<file path="src/inc/olar_regs.svh">
// constants for the overload latch and auto recycle block
`ifndef OLAR_REGS_SVH
`define OLAR_REGS_SVH
// ----------------------------------------
// register map
// ----------------------------------------
`define OLAR_AW 8
`define OLAR_OFF_PLATE 8'h00
`define OLAR_OFF_SCREEN 8'h04
`define OLAR_OFF_DRIVER 8'h0c
`define OLAR_OFF_REFL 8'h08
`define OLAR_OFF_STATUS 8'h10
`define OLAR_LVL_W 12
`define OLAR_LVL_RST 12'hfff
`define OLAR_RESP_OK 2'h0
`define OLAR_RESP_DEC 2'h3
// status word fields
`define OLAR_ST_LATCH 3:0
`define OLAR_ST_BLOCK 4
`define OLAR_ST_COUNT 7:5
`define OLAR_ST_READY 8
`define OLAR_ST_PLATE 9
`define OLAR_ST_LIM4 10
// ----------------------------------------
// fault sources and synchronised pins
// ----------------------------------------
`define OLAR_SRC_PLATE 0
`define OLAR_SRC_SCREEN 1
`define OLAR_SRC_REFL 2
`define OLAR_SRC_DRIVER 3
`define OLAR_SY_W 12
`define OLAR_SY_FRST 0
`define OLAR_SY_ALLOW 1
`define OLAR_SY_TEST 2
`define OLAR_SY_STRAP 3
`define OLAR_SY_PHASE 4
`define OLAR_SY_CAGE 5
`define OLAR_SY_AIR 6
`define OLAR_SY_TEMP 7
`define OLAR_SY_FIL 8
`define OLAR_SY_SUPPLY 9
`define OLAR_SY_REFEN 10
`define OLAR_SY_PLON 11
// ----------------------------------------
// timing
// ----------------------------------------
`define OLAR_CLK_KHZ 25000
`define OLAR_DELAY_MS 500
`define OLAR_PULSE_MS 500
`define OLAR_WIN_MS 30000
`define OLAR_WARM_MS 30000
`define OLAR_HOLD_MS 2000
`define OLAR_LIM2 3'h2
`define OLAR_LIM4 3'h4
`define OLAR_STRAP_WAIT 2'h3
`endif

</file>
<file path="src/inc/olar_pkg.sv">
// types for the overload latch and auto recycle block
package olar_pkg;
  typedef logic [23:0] olar_stmr_t;
  typedef logic [29:0] olar_ltmr_t;
  typedef enum logic [1:0] {OLAR_IDLE, OLAR_DELAY, OLAR_PULSE} olar_state_t;
  typedef struct packed {
    logic [11:0] s1;
    logic [11:0] s2;
  } olar_sync_t;
  typedef struct packed {
    logic [3:0] trip_prev;
    logic [3:0] latch;
    logic plate_en;
    logic plate_on_cmd;
    logic pulse_lamp;
    olar_state_t st;
    olar_stmr_t tmr;
    logic win_run;
    olar_ltmr_t win_tmr;
    logic [2:0] rcnt;
    logic blocked;
    logic test_prev;
    logic lim4;
    logic [1:0] strap_cnt;
    olar_ltmr_t warm;
    logic warm_done;
    logic outage;
    logic lost;
    olar_ltmr_t hold;
    logic pwr_cmd;
    olar_stmr_t pwr_tmr;
    logic [4:0] lamps;
    logic [3:0][11:0] lvl;
    logic awready;
    logic wready;
    logic aw_have;
    logic w_have;
    logic [7:0] awaddr;
    logic [31:0] wdata;
    logic [3:0] wstrb;
    logic bvalid;
    logic [1:0] bresp;
    logic arready;
    logic rvalid;
    logic [31:0] rdata;
    logic [1:0] rresp;
  } olar_state_s_t;
endpackage

</file>
<file path="src/rtl/olar_sync.sv">
// two-flop synchroniser for the panel pins
`timescale 1ns/1ns
`include "olar_regs.svh"
module olar_sync (
  input wire logic aclk,
  input wire logic aresetn,
  input wire logic [`OLAR_SY_W-1:0] pins,
  output logic [`OLAR_SY_W-1:0] pins_s
);
  olar_pkg::olar_sync_t s_q;
  olar_pkg::olar_sync_t s_d;

  // first stage feeds only the second stage
  always_comb begin
    s_d.s1 = pins;
    s_d.s2 = s_q.s1;
  end

  always_ff @(posedge aclk) begin
    if (!aresetn) begin
      s_q <= '0;
    end else begin
      s_q <= s_d;
    end
  end

  assign pins_s = s_q.s2;
endmodule

</file>
<file path="src/rtl/olar_top.sv">
// overload fault latches, auto recycle, filament interlock chain
// Operation
// - compare each supply current against its trip level
// - any tripped source removes plate enable
// - trip drops plate enable at once
// - one fault latch and lamp per source
// - fault lamps clear only by fault reset
// - fault pulses ORed into recycle trigger
// - half second delay then half second pulse
// - restart pulse drives plate-on and pulse lamp
// - restarts limited per 30 second window
// - strap picks two or four attempts
// - count reaching limit blocks and lights lockout
// - window end clears counter and lockout
// - allow switch off disables automatic restart
// - test button injects trigger pulse only
// - interlock lamps form ordered series chain
// - phase good needs monitor report
// - ready only after warm-up interval
// - warm-up survives short outage, restore pulses power-on
// - reflected trip needs protect enable
// - plate enable only after warm-up stage done
`timescale 1ns/1ns
`include "olar_regs.svh"
module olar_top #(
  parameter int DELAY_CYC = `OLAR_DELAY_MS * `OLAR_CLK_KHZ,
  parameter int PULSE_CYC = `OLAR_PULSE_MS * `OLAR_CLK_KHZ,
  parameter int WIN_CYC = `OLAR_WIN_MS * `OLAR_CLK_KHZ,
  parameter int WARM_CYC = `OLAR_WARM_MS * `OLAR_CLK_KHZ,
  parameter int HOLD_CYC = `OLAR_HOLD_MS * `OLAR_CLK_KHZ
) (
  input wire logic aclk,
  input wire logic aresetn,
  input wire logic [`OLAR_AW-1:0] s_axi_awaddr,
  input wire logic s_axi_awvalid,
  output logic s_axi_awready,
  input wire logic [31:0] s_axi_wdata,
  input wire logic [3:0] s_axi_wstrb,
  input wire logic s_axi_wvalid,
  output logic s_axi_wready,
  output logic [1:0] s_axi_bresp,
  output logic s_axi_bvalid,
  input wire logic s_axi_bready,
  input wire logic [`OLAR_AW-1:0] s_axi_araddr,
  input wire logic s_axi_arvalid,
  output logic s_axi_arready,
  output logic [31:0] s_axi_rdata,
  output logic [1:0] s_axi_rresp,
  output logic s_axi_rvalid,
  input wire logic s_axi_rready,
  input wire logic [`OLAR_LVL_W-1:0] plate_current,
  input wire logic [`OLAR_LVL_W-1:0] screen_current,
  input wire logic [`OLAR_LVL_W-1:0] driver_current,
  input wire logic [`OLAR_LVL_W-1:0] reflected_power,
  input wire logic reflected_protect_enable,
  input wire logic fault_reset_btn,
  input wire logic restart_allow_switch,
  input wire logic recycle_test_btn,
  input wire logic four_attempt_strap,
  input wire logic phase_monitor_ok,
  input wire logic cage_cover_closed,
  input wire logic airflow_ok,
  input wire logic exhaust_temp_ok,
  input wire logic filament_on,
  input wire logic supply_ok,
  input wire logic plate_on_btn,
  output logic plate_enable_contactor,
  output logic [3:0] fault_lamps,
  output logic plate_on_cmd,
  output logic recycle_pulse_lamp,
  output logic restart_blocked_lamp,
  output logic phase_ok_lamp,
  output logic cage_cover_ok_lamp,
  output logic airflow_ok_lamp,
  output logic exhaust_temp_ok_lamp,
  output logic ready_lamp,
  output logic power_on_cmd
);
  // ----------------------------------------
  // pin synchronisers
  // ----------------------------------------
  logic [`OLAR_SY_W-1:0] pins;
  logic [`OLAR_SY_W-1:0] ps;
  assign pins = {plate_on_btn, reflected_protect_enable, supply_ok, filament_on,
                 exhaust_temp_ok, airflow_ok, cage_cover_closed, phase_monitor_ok,
                 four_attempt_strap, recycle_test_btn, restart_allow_switch,
                 fault_reset_btn};

  olar_sync u_sync (
    .aclk(aclk),
    .aresetn(aresetn),
    .pins(pins),
    .pins_s(ps)
  );

  olar_pkg::olar_state_s_t s_q;
  olar_pkg::olar_state_s_t n;

  // ----------------------------------------
  // overload compare and interlock chain
  // ----------------------------------------
  logic [3:0][`OLAR_LVL_W-1:0] cur;
  logic [3:0] trip;
  logic [3:0] gate;
  logic [3:0] ilk;
  logic [3:0] chain;
  assign cur[`OLAR_SRC_PLATE] = plate_current;
  assign cur[`OLAR_SRC_SCREEN] = screen_current;
  assign cur[`OLAR_SRC_REFL] = reflected_power;
  assign cur[`OLAR_SRC_DRIVER] = driver_current;
  // only the reflected source has a protect switch in its path
  assign gate = {1'b1, ps[`OLAR_SY_REFEN], 1'b1, 1'b1};
  assign ilk = {ps[`OLAR_SY_TEMP], ps[`OLAR_SY_AIR], ps[`OLAR_SY_CAGE], ps[`OLAR_SY_PHASE]};

  genvar gi;
  generate
    for (gi = 0; gi < 4; gi++) begin : g_src
      assign trip[gi] = (cur[gi] > s_q.lvl[gi]) && gate[gi];
      if (gi == 0) begin : g_head
        assign chain[gi] = ilk[gi];
      end else begin : g_link
        assign chain[gi] = chain[gi-1] && ilk[gi];
      end
    end
  endgenerate

  logic [3:0] fpulse;
  logic test_edge;
  logic trigger;
  logic ready_now;
  logic delay_done;
  logic win_end;
  logic [2:0] limit;
  logic [3:0] kept;
  assign fpulse = trip & ~s_q.trip_prev;
  assign test_edge = ps[`OLAR_SY_TEST] && !s_q.test_prev;
  assign trigger = (|fpulse) || test_edge;
  assign ready_now = chain[3] && s_q.warm_done && ps[`OLAR_SY_SUPPLY];
  assign delay_done = (s_q.st == olar_pkg::OLAR_DELAY) && (s_q.tmr == '0);
  assign win_end = s_q.win_run && (s_q.win_tmr == '0);
  assign limit = s_q.lim4 ? `OLAR_LIM4 : `OLAR_LIM2;
  assign kept = s_q.latch & trip;

  // ----------------------------------------
  // next state
  // ----------------------------------------
  always_comb begin
    n = s_q;
    n.trip_prev = trip;
    n.test_prev = ps[`OLAR_SY_TEST];
    // strap is taken once the synchroniser has refilled after reset, then frozen
    if (s_q.strap_cnt != `OLAR_STRAP_WAIT) begin
      n.lim4 = ps[`OLAR_SY_STRAP];
      n.strap_cnt = s_q.strap_cnt + 2'h1;
    end
    // fault latches: set wins, reset cannot clear a source still tripped
    n.latch = fpulse | (s_q.latch & ~({4{ps[`OLAR_SY_FRST]}} & ~trip));
    // recycle sequencer
    case (s_q.st)
      olar_pkg::OLAR_IDLE: begin
        if (trigger && ps[`OLAR_SY_ALLOW] && !s_q.blocked) begin
          n.st = olar_pkg::OLAR_DELAY;
          n.tmr = olar_pkg::olar_stmr_t'(DELAY_CYC - 1);
          if (!s_q.win_run) begin
            n.win_run = 1'b1;
            n.win_tmr = olar_pkg::olar_ltmr_t'(WIN_CYC - 1);
          end
        end
      end
      olar_pkg::OLAR_DELAY: begin
        if (s_q.tmr == '0) begin
          n.st = olar_pkg::OLAR_PULSE;
          n.tmr = olar_pkg::olar_stmr_t'(PULSE_CYC - 1);
          n.rcnt = s_q.rcnt + 3'h1;
        end else begin
          n.tmr = s_q.tmr - 24'h1;
        end
      end
      olar_pkg::OLAR_PULSE: begin
        if (s_q.tmr == '0) begin
          n.st = olar_pkg::OLAR_IDLE;
        end else begin
          n.tmr = s_q.tmr - 24'h1;
        end
      end
      default: begin
        n.st = olar_pkg::OLAR_IDLE;
      end
    endcase
    if (!ps[`OLAR_SY_ALLOW]) begin
      n.st = olar_pkg::OLAR_IDLE;
    end
    // window timer; its expiry overrides a count taken in the same cycle
    if (s_q.win_run) begin
      n.win_tmr = s_q.win_tmr - 30'h1;
    end
    if (win_end) begin
      n.win_run = 1'b0;
      n.rcnt = 3'h0;
    end
    n.blocked = (n.rcnt >= limit);
    n.plate_on_cmd = (n.st == olar_pkg::OLAR_PULSE);
    n.pulse_lamp = (n.st == olar_pkg::OLAR_PULSE);
    // filament warm-up and outage ride-through
    if (!ps[`OLAR_SY_SUPPLY]) begin
      n.outage = 1'b1;
      if (!s_q.lost) begin
        n.hold = s_q.hold + 30'h1;
        // a long outage forgets the warm-up so ready cannot come back stale
        if (s_q.hold == olar_pkg::olar_ltmr_t'(HOLD_CYC - 1)) begin
          n.lost = 1'b1;
          n.warm = '0;
          n.warm_done = 1'b0;
        end
      end
    end else begin
      n.outage = 1'b0;
      n.lost = 1'b0;
      n.hold = '0;
      if (s_q.outage && !s_q.lost) begin
        n.pwr_cmd = 1'b1;
        n.pwr_tmr = olar_pkg::olar_stmr_t'(PULSE_CYC - 1);
      end
      if (chain[3] && ps[`OLAR_SY_FIL]) begin
        if (!s_q.warm_done) begin
          n.warm = s_q.warm + 30'h1;
          n.warm_done = (s_q.warm == olar_pkg::olar_ltmr_t'(WARM_CYC - 1));
        end
      end else begin
        n.warm = '0;
        n.warm_done = 1'b0;
      end
    end
    if (s_q.pwr_cmd) begin
      if (s_q.pwr_tmr == '0) begin
        n.pwr_cmd = 1'b0;
      end else begin
        n.pwr_tmr = s_q.pwr_tmr - 24'h1;
      end
    end
    n.lamps = {ready_now, chain};
    // plate contactor: seal-in held off by every trip in series
    n.plate_en = !(|trip) && ready_now &&
                 (s_q.plate_en || ps[`OLAR_SY_PLON] || s_q.plate_on_cmd || s_q.pwr_cmd);
    // register bus write side
    if (s_q.bvalid && s_axi_bready) begin
      n.bvalid = 1'b0;
    end
    if (s_axi_awvalid && s_q.awready) begin
      n.aw_have = 1'b1;
      n.awaddr = s_axi_awaddr;
    end
    if (s_axi_wvalid && s_q.wready) begin
      n.w_have = 1'b1;
      n.wdata = s_axi_wdata;
      n.wstrb = s_axi_wstrb;
    end
    if (n.aw_have && n.w_have && !n.bvalid) begin
      n.aw_have = 1'b0;
      n.w_have = 1'b0;
      n.bvalid = 1'b1;
      n.bresp = `OLAR_RESP_OK;
      if (n.awaddr[7:4] == 4'h0) begin
        if (n.wstrb[0]) begin
          n.lvl[n.awaddr[3:2]][7:0] = n.wdata[7:0];
        end
        if (n.wstrb[1]) begin
          n.lvl[n.awaddr[3:2]][11:8] = n.wdata[11:8];
        end
      end else if (n.awaddr != `OLAR_OFF_STATUS) begin
        n.bresp = `OLAR_RESP_DEC;
      end
    end
    n.awready = !n.aw_have && !n.bvalid;
    n.wready = !n.w_have && !n.bvalid;
    // register bus read side
    if (s_q.rvalid && s_axi_rready) begin
      n.rvalid = 1'b0;
    end
    if (s_axi_arvalid && s_q.arready) begin
      n.rvalid = 1'b1;
      n.rresp = `OLAR_RESP_OK;
      n.rdata = '0;
      if (s_axi_araddr[7:4] == 4'h0) begin
        n.rdata[`OLAR_LVL_W-1:0] = s_q.lvl[s_axi_araddr[3:2]];
      end else if (s_axi_araddr == `OLAR_OFF_STATUS) begin
        n.rdata[`OLAR_ST_LATCH] = s_q.latch;
        n.rdata[`OLAR_ST_BLOCK] = s_q.blocked;
        n.rdata[`OLAR_ST_COUNT] = s_q.rcnt;
        n.rdata[`OLAR_ST_READY] = s_q.lamps[4];
        n.rdata[`OLAR_ST_PLATE] = s_q.plate_en;
        n.rdata[`OLAR_ST_LIM4] = s_q.lim4;
      end else begin
        n.rresp = `OLAR_RESP_DEC;
      end
    end
    n.arready = !n.rvalid;
  end

  always_ff @(posedge aclk) begin
    if (!aresetn) begin
      s_q <= '0;
      s_q.lvl <= {4{`OLAR_LVL_RST}};
    end else begin
      s_q <= n;
    end
  end

  // ----------------------------------------
  // outputs
  // ----------------------------------------
  assign s_axi_awready = s_q.awready;
  assign s_axi_wready = s_q.wready;
  assign s_axi_bvalid = s_q.bvalid;
  assign s_axi_bresp = s_q.bresp;
  assign s_axi_arready = s_q.arready;
  assign s_axi_rvalid = s_q.rvalid;
  assign s_axi_rdata = s_q.rdata;
  assign s_axi_rresp = s_q.rresp;
  assign plate_enable_contactor = s_q.plate_en;
  assign fault_lamps = s_q.latch;
  assign plate_on_cmd = s_q.plate_on_cmd;
  assign recycle_pulse_lamp = s_q.pulse_lamp;
  assign restart_blocked_lamp = s_q.blocked;
  assign phase_ok_lamp = s_q.lamps[0];
  assign cage_cover_ok_lamp = s_q.lamps[1];
  assign airflow_ok_lamp = s_q.lamps[2];
  assign exhaust_temp_ok_lamp = s_q.lamps[3];
  assign ready_lamp = s_q.lamps[4];
  assign power_on_cmd = s_q.pwr_cmd;
endmodule

</file>
<file path="config.mk">
export PLATFORM = sky130hd
export DESIGN_NAME = olar_top
export DESIGN_NICKNAME = d
export VERILOG_FILES = /design/src/inc/olar_pkg.sv /design/src/rtl/olar_sync.sv /design/src/rtl/olar_top.sv
export VERILOG_INCLUDE_DIRS = /design/src /design/src/inc
export SDC_FILE = /design/constraint.sdc
export NUM_CORES = 1
export LEC_CHECK = 0
export BUFFER_PORTS_ARGS = -buffer_cell sky130_fd_sc_hd__clkbuf_2
export CORE_MARGIN = 10
export CORE_UTILIZATION = 55
export DETAILED_ROUTE_END_ITERATION = 8
export GPL_ROUTABILITY_DRIVEN = 0
export PLACE_DENSITY = 0.74
export SETUP_SLACK_MARGIN = 0.1
export SLEW_MARGIN = 20
export SYNTH_ARGS = -nofsm -noshare
export SYNTH_HDL_FRONTEND = slang
export SYNTH_HIERARCHICAL = 1
export SYNTH_SLANG_ARGS = --single-unit
export TNS_END_PERCENT = 30
</file>
<file path="constraint.sdc">
create_clock -name aclk -period 4.2 [get_ports aclk]
set_input_delay 0.42 -clock aclk [delete_from_list [all_inputs] [get_ports aclk]]
set_output_delay 0.42 -clock aclk [all_outputs]
set_load 0.005 [all_outputs]
</file>
* Word-level counts from Yosys, hierarchy flattened
Index checks and enable logic that the tools add are counted.
** Operators by class
- Add/sub/neg operators :: 7
- Multiply operators :: 0
- Div/mod/pow operators :: 0
- Magnitude comparators :: 8
- Eq/ne operators :: 12
- Shift-type cells :: 0
- Multiplexer cells :: 55
- Bitwise operators :: 8
- Reduce and logical (&&, ||, !) cells :: 57
** Operator list (number)
- 2-to-1 mux 48 bit :: 4
- 2-to-1 mux 31 bit :: 5
- bitwise mux 48 bit :: 2
- 2-to-1 mux 30 bit :: 3
- 2-to-1 mux 25 bit :: 3
- 2-to-1 mux 24 bit :: 3
- case mux 24 bit (3 select lines) :: 1
- 2-to-1 mux 63 bit :: 1
- adder 30 x 1 -> 30 bit (second input constant) :: 2
- 2-to-1 mux 57 bit :: 1
- demux 12 bit (select 2 bit) :: 2
- > comparator 12 bit :: 4
- logical NOT 24 bit :: 2
- subtractor 24 x 1 -> 24 bit (second input constant) :: 2
- 2-to-1 mux 35 bit :: 1
- equality test 30 x 26 -> 1 bit (second input constant) :: 1
- equality test 30 bit (second input constant) :: 1
- logical NOT 30 bit :: 1
- subtractor 30 x 1 -> 30 bit (second input constant) :: 1
- binary-select mux 12 bit (select 2 bit) :: 1
- logical AND 1 bit :: 24
- 2-to-1 mux 12 bit :: 2
- 2-to-1 mux 11 bit :: 2
- 2-to-1 mux 16 bit :: 1
- 31 further kinds :: 77
** Storage, ports and cells
- Bits in registers :: 287
- Bits in latches :: 0
- Bits in writable memories :: 0
- Bits in read-only memories :: 0
- Output and inout bits :: 55
- Word-level logic and storage cells :: 188
- Memories kept :: 0

* Longest topological paths before layout
- Depth after elaboration :: 12
- Gate-level depth with buffers :: 15
- Mapped depth without buffers :: 14

* Modules after synthesis
The synthesis kept the hierarchy.
** By module, submodules not included
- olar_top :: instances 1, cells each 1524, area an instance 13053.8 µm², sequential area each 5185.0 µm²
- olar_sync :: instances 1, cells each 50, area an instance 675.6 µm², sequential area each 480.5 µm²

* Worst setup path before layout
No wires, ideal clock.
- Kind :: register to register
- Start :: register s_q[267] (netlist name)
- End :: register s_q (netlist bit restart_blocked_lamp)
- Library setup time :: 120 ps
- Arrival time :: 3102 ps
- Data required time :: 4080 ps
- Slack :: 978 ps
- Stages on the path, launching flop included :: 16
- Path buffers :: 2
- Path through :: dfxtp_1 > inv_1 > ha_1 > or3b_1 > clkbuf_1 > or4_4 > nor4_4 > and2_1 > buf_4 > nand2_1 > xor2_1 > nor2_1 > ha_1 > nand2_1 > a21oi_1 > o31a_1
** RTL lines
- start, declared :: line olar_top.sv:96 : olar_pkg::olar_state_s_t s_q;
- start signal, assigned :: line olar_top.sv:305 : s_q <= n;

==> impl_metrics.yaml <==
run_status:
  status: "completed"
clock_tree:
  clk_latency_ns: 0.54
  cts_htree_levels: 1
  cts_tree: "built"
  clk_pin_slew_worst_paths_ns: 0.06
  post_cts_resized: 0
  ctsHoldBuffers: 0
  cts_made_buffers: 29
  cts.sinks: 283
  clock_path_buffers: 3
  post_cts.repair.setup_buffers: 0
  cts_root_buf: "clkbuf_16"
detailed_routing:
  vias: 11500
  via_per_inst: 5.73
  routedWlPerCell_um: 16.3
  wirelength_mm: 32.9
  first_pass_iters: 6
  postRouteAntennaNets: 0
  drc: 0
  met2_length_mm: 15.3
  first_iter_violations: 805
  dr.max_layer_used: "met4"
  wl_met1_mm: 14.8
  route.met3.wl_mm: 2.21
floorplanning:
  die_y_um: 178
  die-area_sq_um: 31700
  start_util_pct: 56.1
  placementRows: 57
  die_x_um: 178
  coreArea_sq_um: 24500
  num_io_pins: 174
global_route:
  grt_pass1_wl_mm: 53.0
  gr-total-overflow: 0
  track_usage_pct: 19.9
  grt_pass1_vias: 10800
  grt_max_degree: 103
  antenna_found_initial: 0
synth:
  syn_avg_cell_area_sq_um: 8.72
  synth_edf_count: 0
  ys_types: 79
  ys_warn_count: 6
  synth_top_flop_cell: "dfxtp_1"
  syn_inst: 1574
  synth-seq-cells: 283
  synth-seq-area-share_pct: 41.3
  syn_area_sq_um: 13700
  synthArstFlopShare_pct: 0
placement:
  place_area_sq_um: 14400
  hpwl_mm: 24.0
  portBuffers: 131
  dpl_worst_slack_ns: 0.534
pwr:
  powerDensity_nw_per_um2: 384
  peakVddDrop_v: 0.000311
  p_leak_uw: 0.00683
run:
  cap_violations: 0
cells_and_area:
  nets: 1844
  drive_gt1_share_pct: 15.3
  finish.utilization_pct: 62.9
  syn_to_final_growth_pct: 12.1
  antenna_cells: 0
  final_area_sq_um: 15400
timing:
  finClkSkew_ns: 0.0104
  hold_viol_final: 0
  fmax_mhz: 268
  relSlewSlack_pct: 27.8
  rsz0062_at_grt: "no"
  setup_tns_ns: 0
  max_slew.worst_pin.slew_ns: 1.08
  drv_slew: 0
  postLayoutSetupSlackWorst_ns: 0.462
  post-route-min-period_ns: 3.74
  period_share_pct: 89.0
  setup_viol_count_final: 0
  hold_slack_ns: 0.0887
critical_path:
  critPathSlowestCell: "or4_4"
  r2r_end: "restart_blocked_lamp"
  worstSetupEndpointType: "register"
  crit_chain: "inv_1 -> ha_1 -> or3b_1 -> or4_4 -> nor4_4 -> and2_1 -> nand2_1 -> xor2_1 -> nor2_1 -> ha_1 -> nand2_1 -> a21oi_1 -> o31a_1"
  arrival_ns: 4.17
  worstReg2RegStart: "s_q[267]"
  crit_type: "reg2reg"
  r2r_cells: 13
  ff2ff_setup_slack_ns: 0.46
  start_kind: "register"
  max_stage_delay_ns: 0.57
  worstPathMaxFanout: 9
  worstPathRequired_ns: 4.63
min_path:
  min_path_type: "in2reg"
  hp-start: "airflow_ok"
  min_path_cells: 2
  worstHoldEndpoint: "u_sync/s_d[6]"
==> through the flow <==
stage,instances,total power [uW]
after global placement,1957,3330
final,2010,5910
after CTS,2010,5950
after global routing,2010,6130
after floorplan,1593,3210
after detailed placement,1957,3350
==> logic make-up after synthesis <==
logic type               synth area share [%]
multiplexers                             4.41
AND/OR/NAND/NOR                          23.3
AO/OA/AOI/OAI                            15.8
flip-flops                               41.3
buffers and inverters                    6.31
adder cells (fa/ha/maj)                  5.56
other                                  0.0273
XOR/XNOR                                 3.32
==> synth_stat cells (31+ instances only) <==
cell type | instances | area [sq um]
a21oi_1 | 86 | 430
buf_4 | 42 | 315
clkbuf_1 | 51 | 191
dfxtp_1 | 283 | 5670
ha_1 | 61 | 763
inv_1 | 80 | 300
nand2_1 | 157 | 589
nor2_1 | 177 | 664
nor3_1 | 49 | 245
o211ai_1 | 40 | 300
o21ai_0 | 49 | 245
xor2_1 | 31 | 272
==> registers in the layout, summed over array words and instances, names as in the netlist, 4 cells and up <==
signal / flops
u_sync/pins_s: 12
fault_lamps: 4
s_axi_rdata: 12
s_q: 227
u_sync/s_d: 12
==> per-layer routing <==
layer	global-route usage (%)	vias to the layer above
met5	0	-
met4	4.55	0
met3	3.57	47
met2	33.4	277
met1	26.1	5435
li1	-	5750
==> cell type report <==
class                      instances  area (sq um)
clock inverter                    11           118
tap                              324           405
fill                            2081          9070
sequential                       283          5670
clock buffer                      42           875
inverter                          80           302
multi-input combinational       1128          7280
timing repair buffer             142           753
==> worst max-delay path: cells and delay by family, from the launching register on <==
kind / cells / cell delay, ns
compound gates: 2 / 0.32
xor+xnor: 1 / 0.21
fa+ha+maj: 2 / 0.49
buf+inv: 1 / 0.07
flops: 1 / 0.34
simple gates: 7 / 2.20
==> worst max-delay path by stage <==
stage             start  cells after the start                   end  slack (ns)
6_report       s_q[267]                     13  restart_blocked_lamp        0.46
3_3_place_gp   s_q[267]                     13  restart_blocked_lamp        0.61
2_1_floorplan  s_q[267]                     15  restart_blocked_lamp        0.98
4_1_cts        s_q[267]                     13  restart_blocked_lamp        0.51
5_1_grt        s_q[267]                     13  restart_blocked_lamp        0.22
3_5_place_dp   s_q[267]                     13  restart_blocked_lamp        0.53
==> where the power goes <==
group / leakage (uW) / switching [uW] / total (uW) / internal [uW]
sequential: 0.00230 / 46.1 / 2800 / 2750
clock: 0.000477 / 1050 / 2620 / 1560
combinational: 0.00406 / 302 / 500 / 198
total: 0.00683 / 1400 / 5910 / 4510
==> layout by cell type (no fill, tap or decap), types with 31 or more instances in the layout <==
cell / n
dfxtp_1: 283
o211ai_1: 40
nor3_1: 49
o21ai_0: 49
a21oi_1: 86
inv_1: 79
nand2_1: 157
nor2_1: 177
ha_1: 61
xor2_1: 31
clkbuf_2: 130
Note: power is estimated with default switching activity, not from simulation.
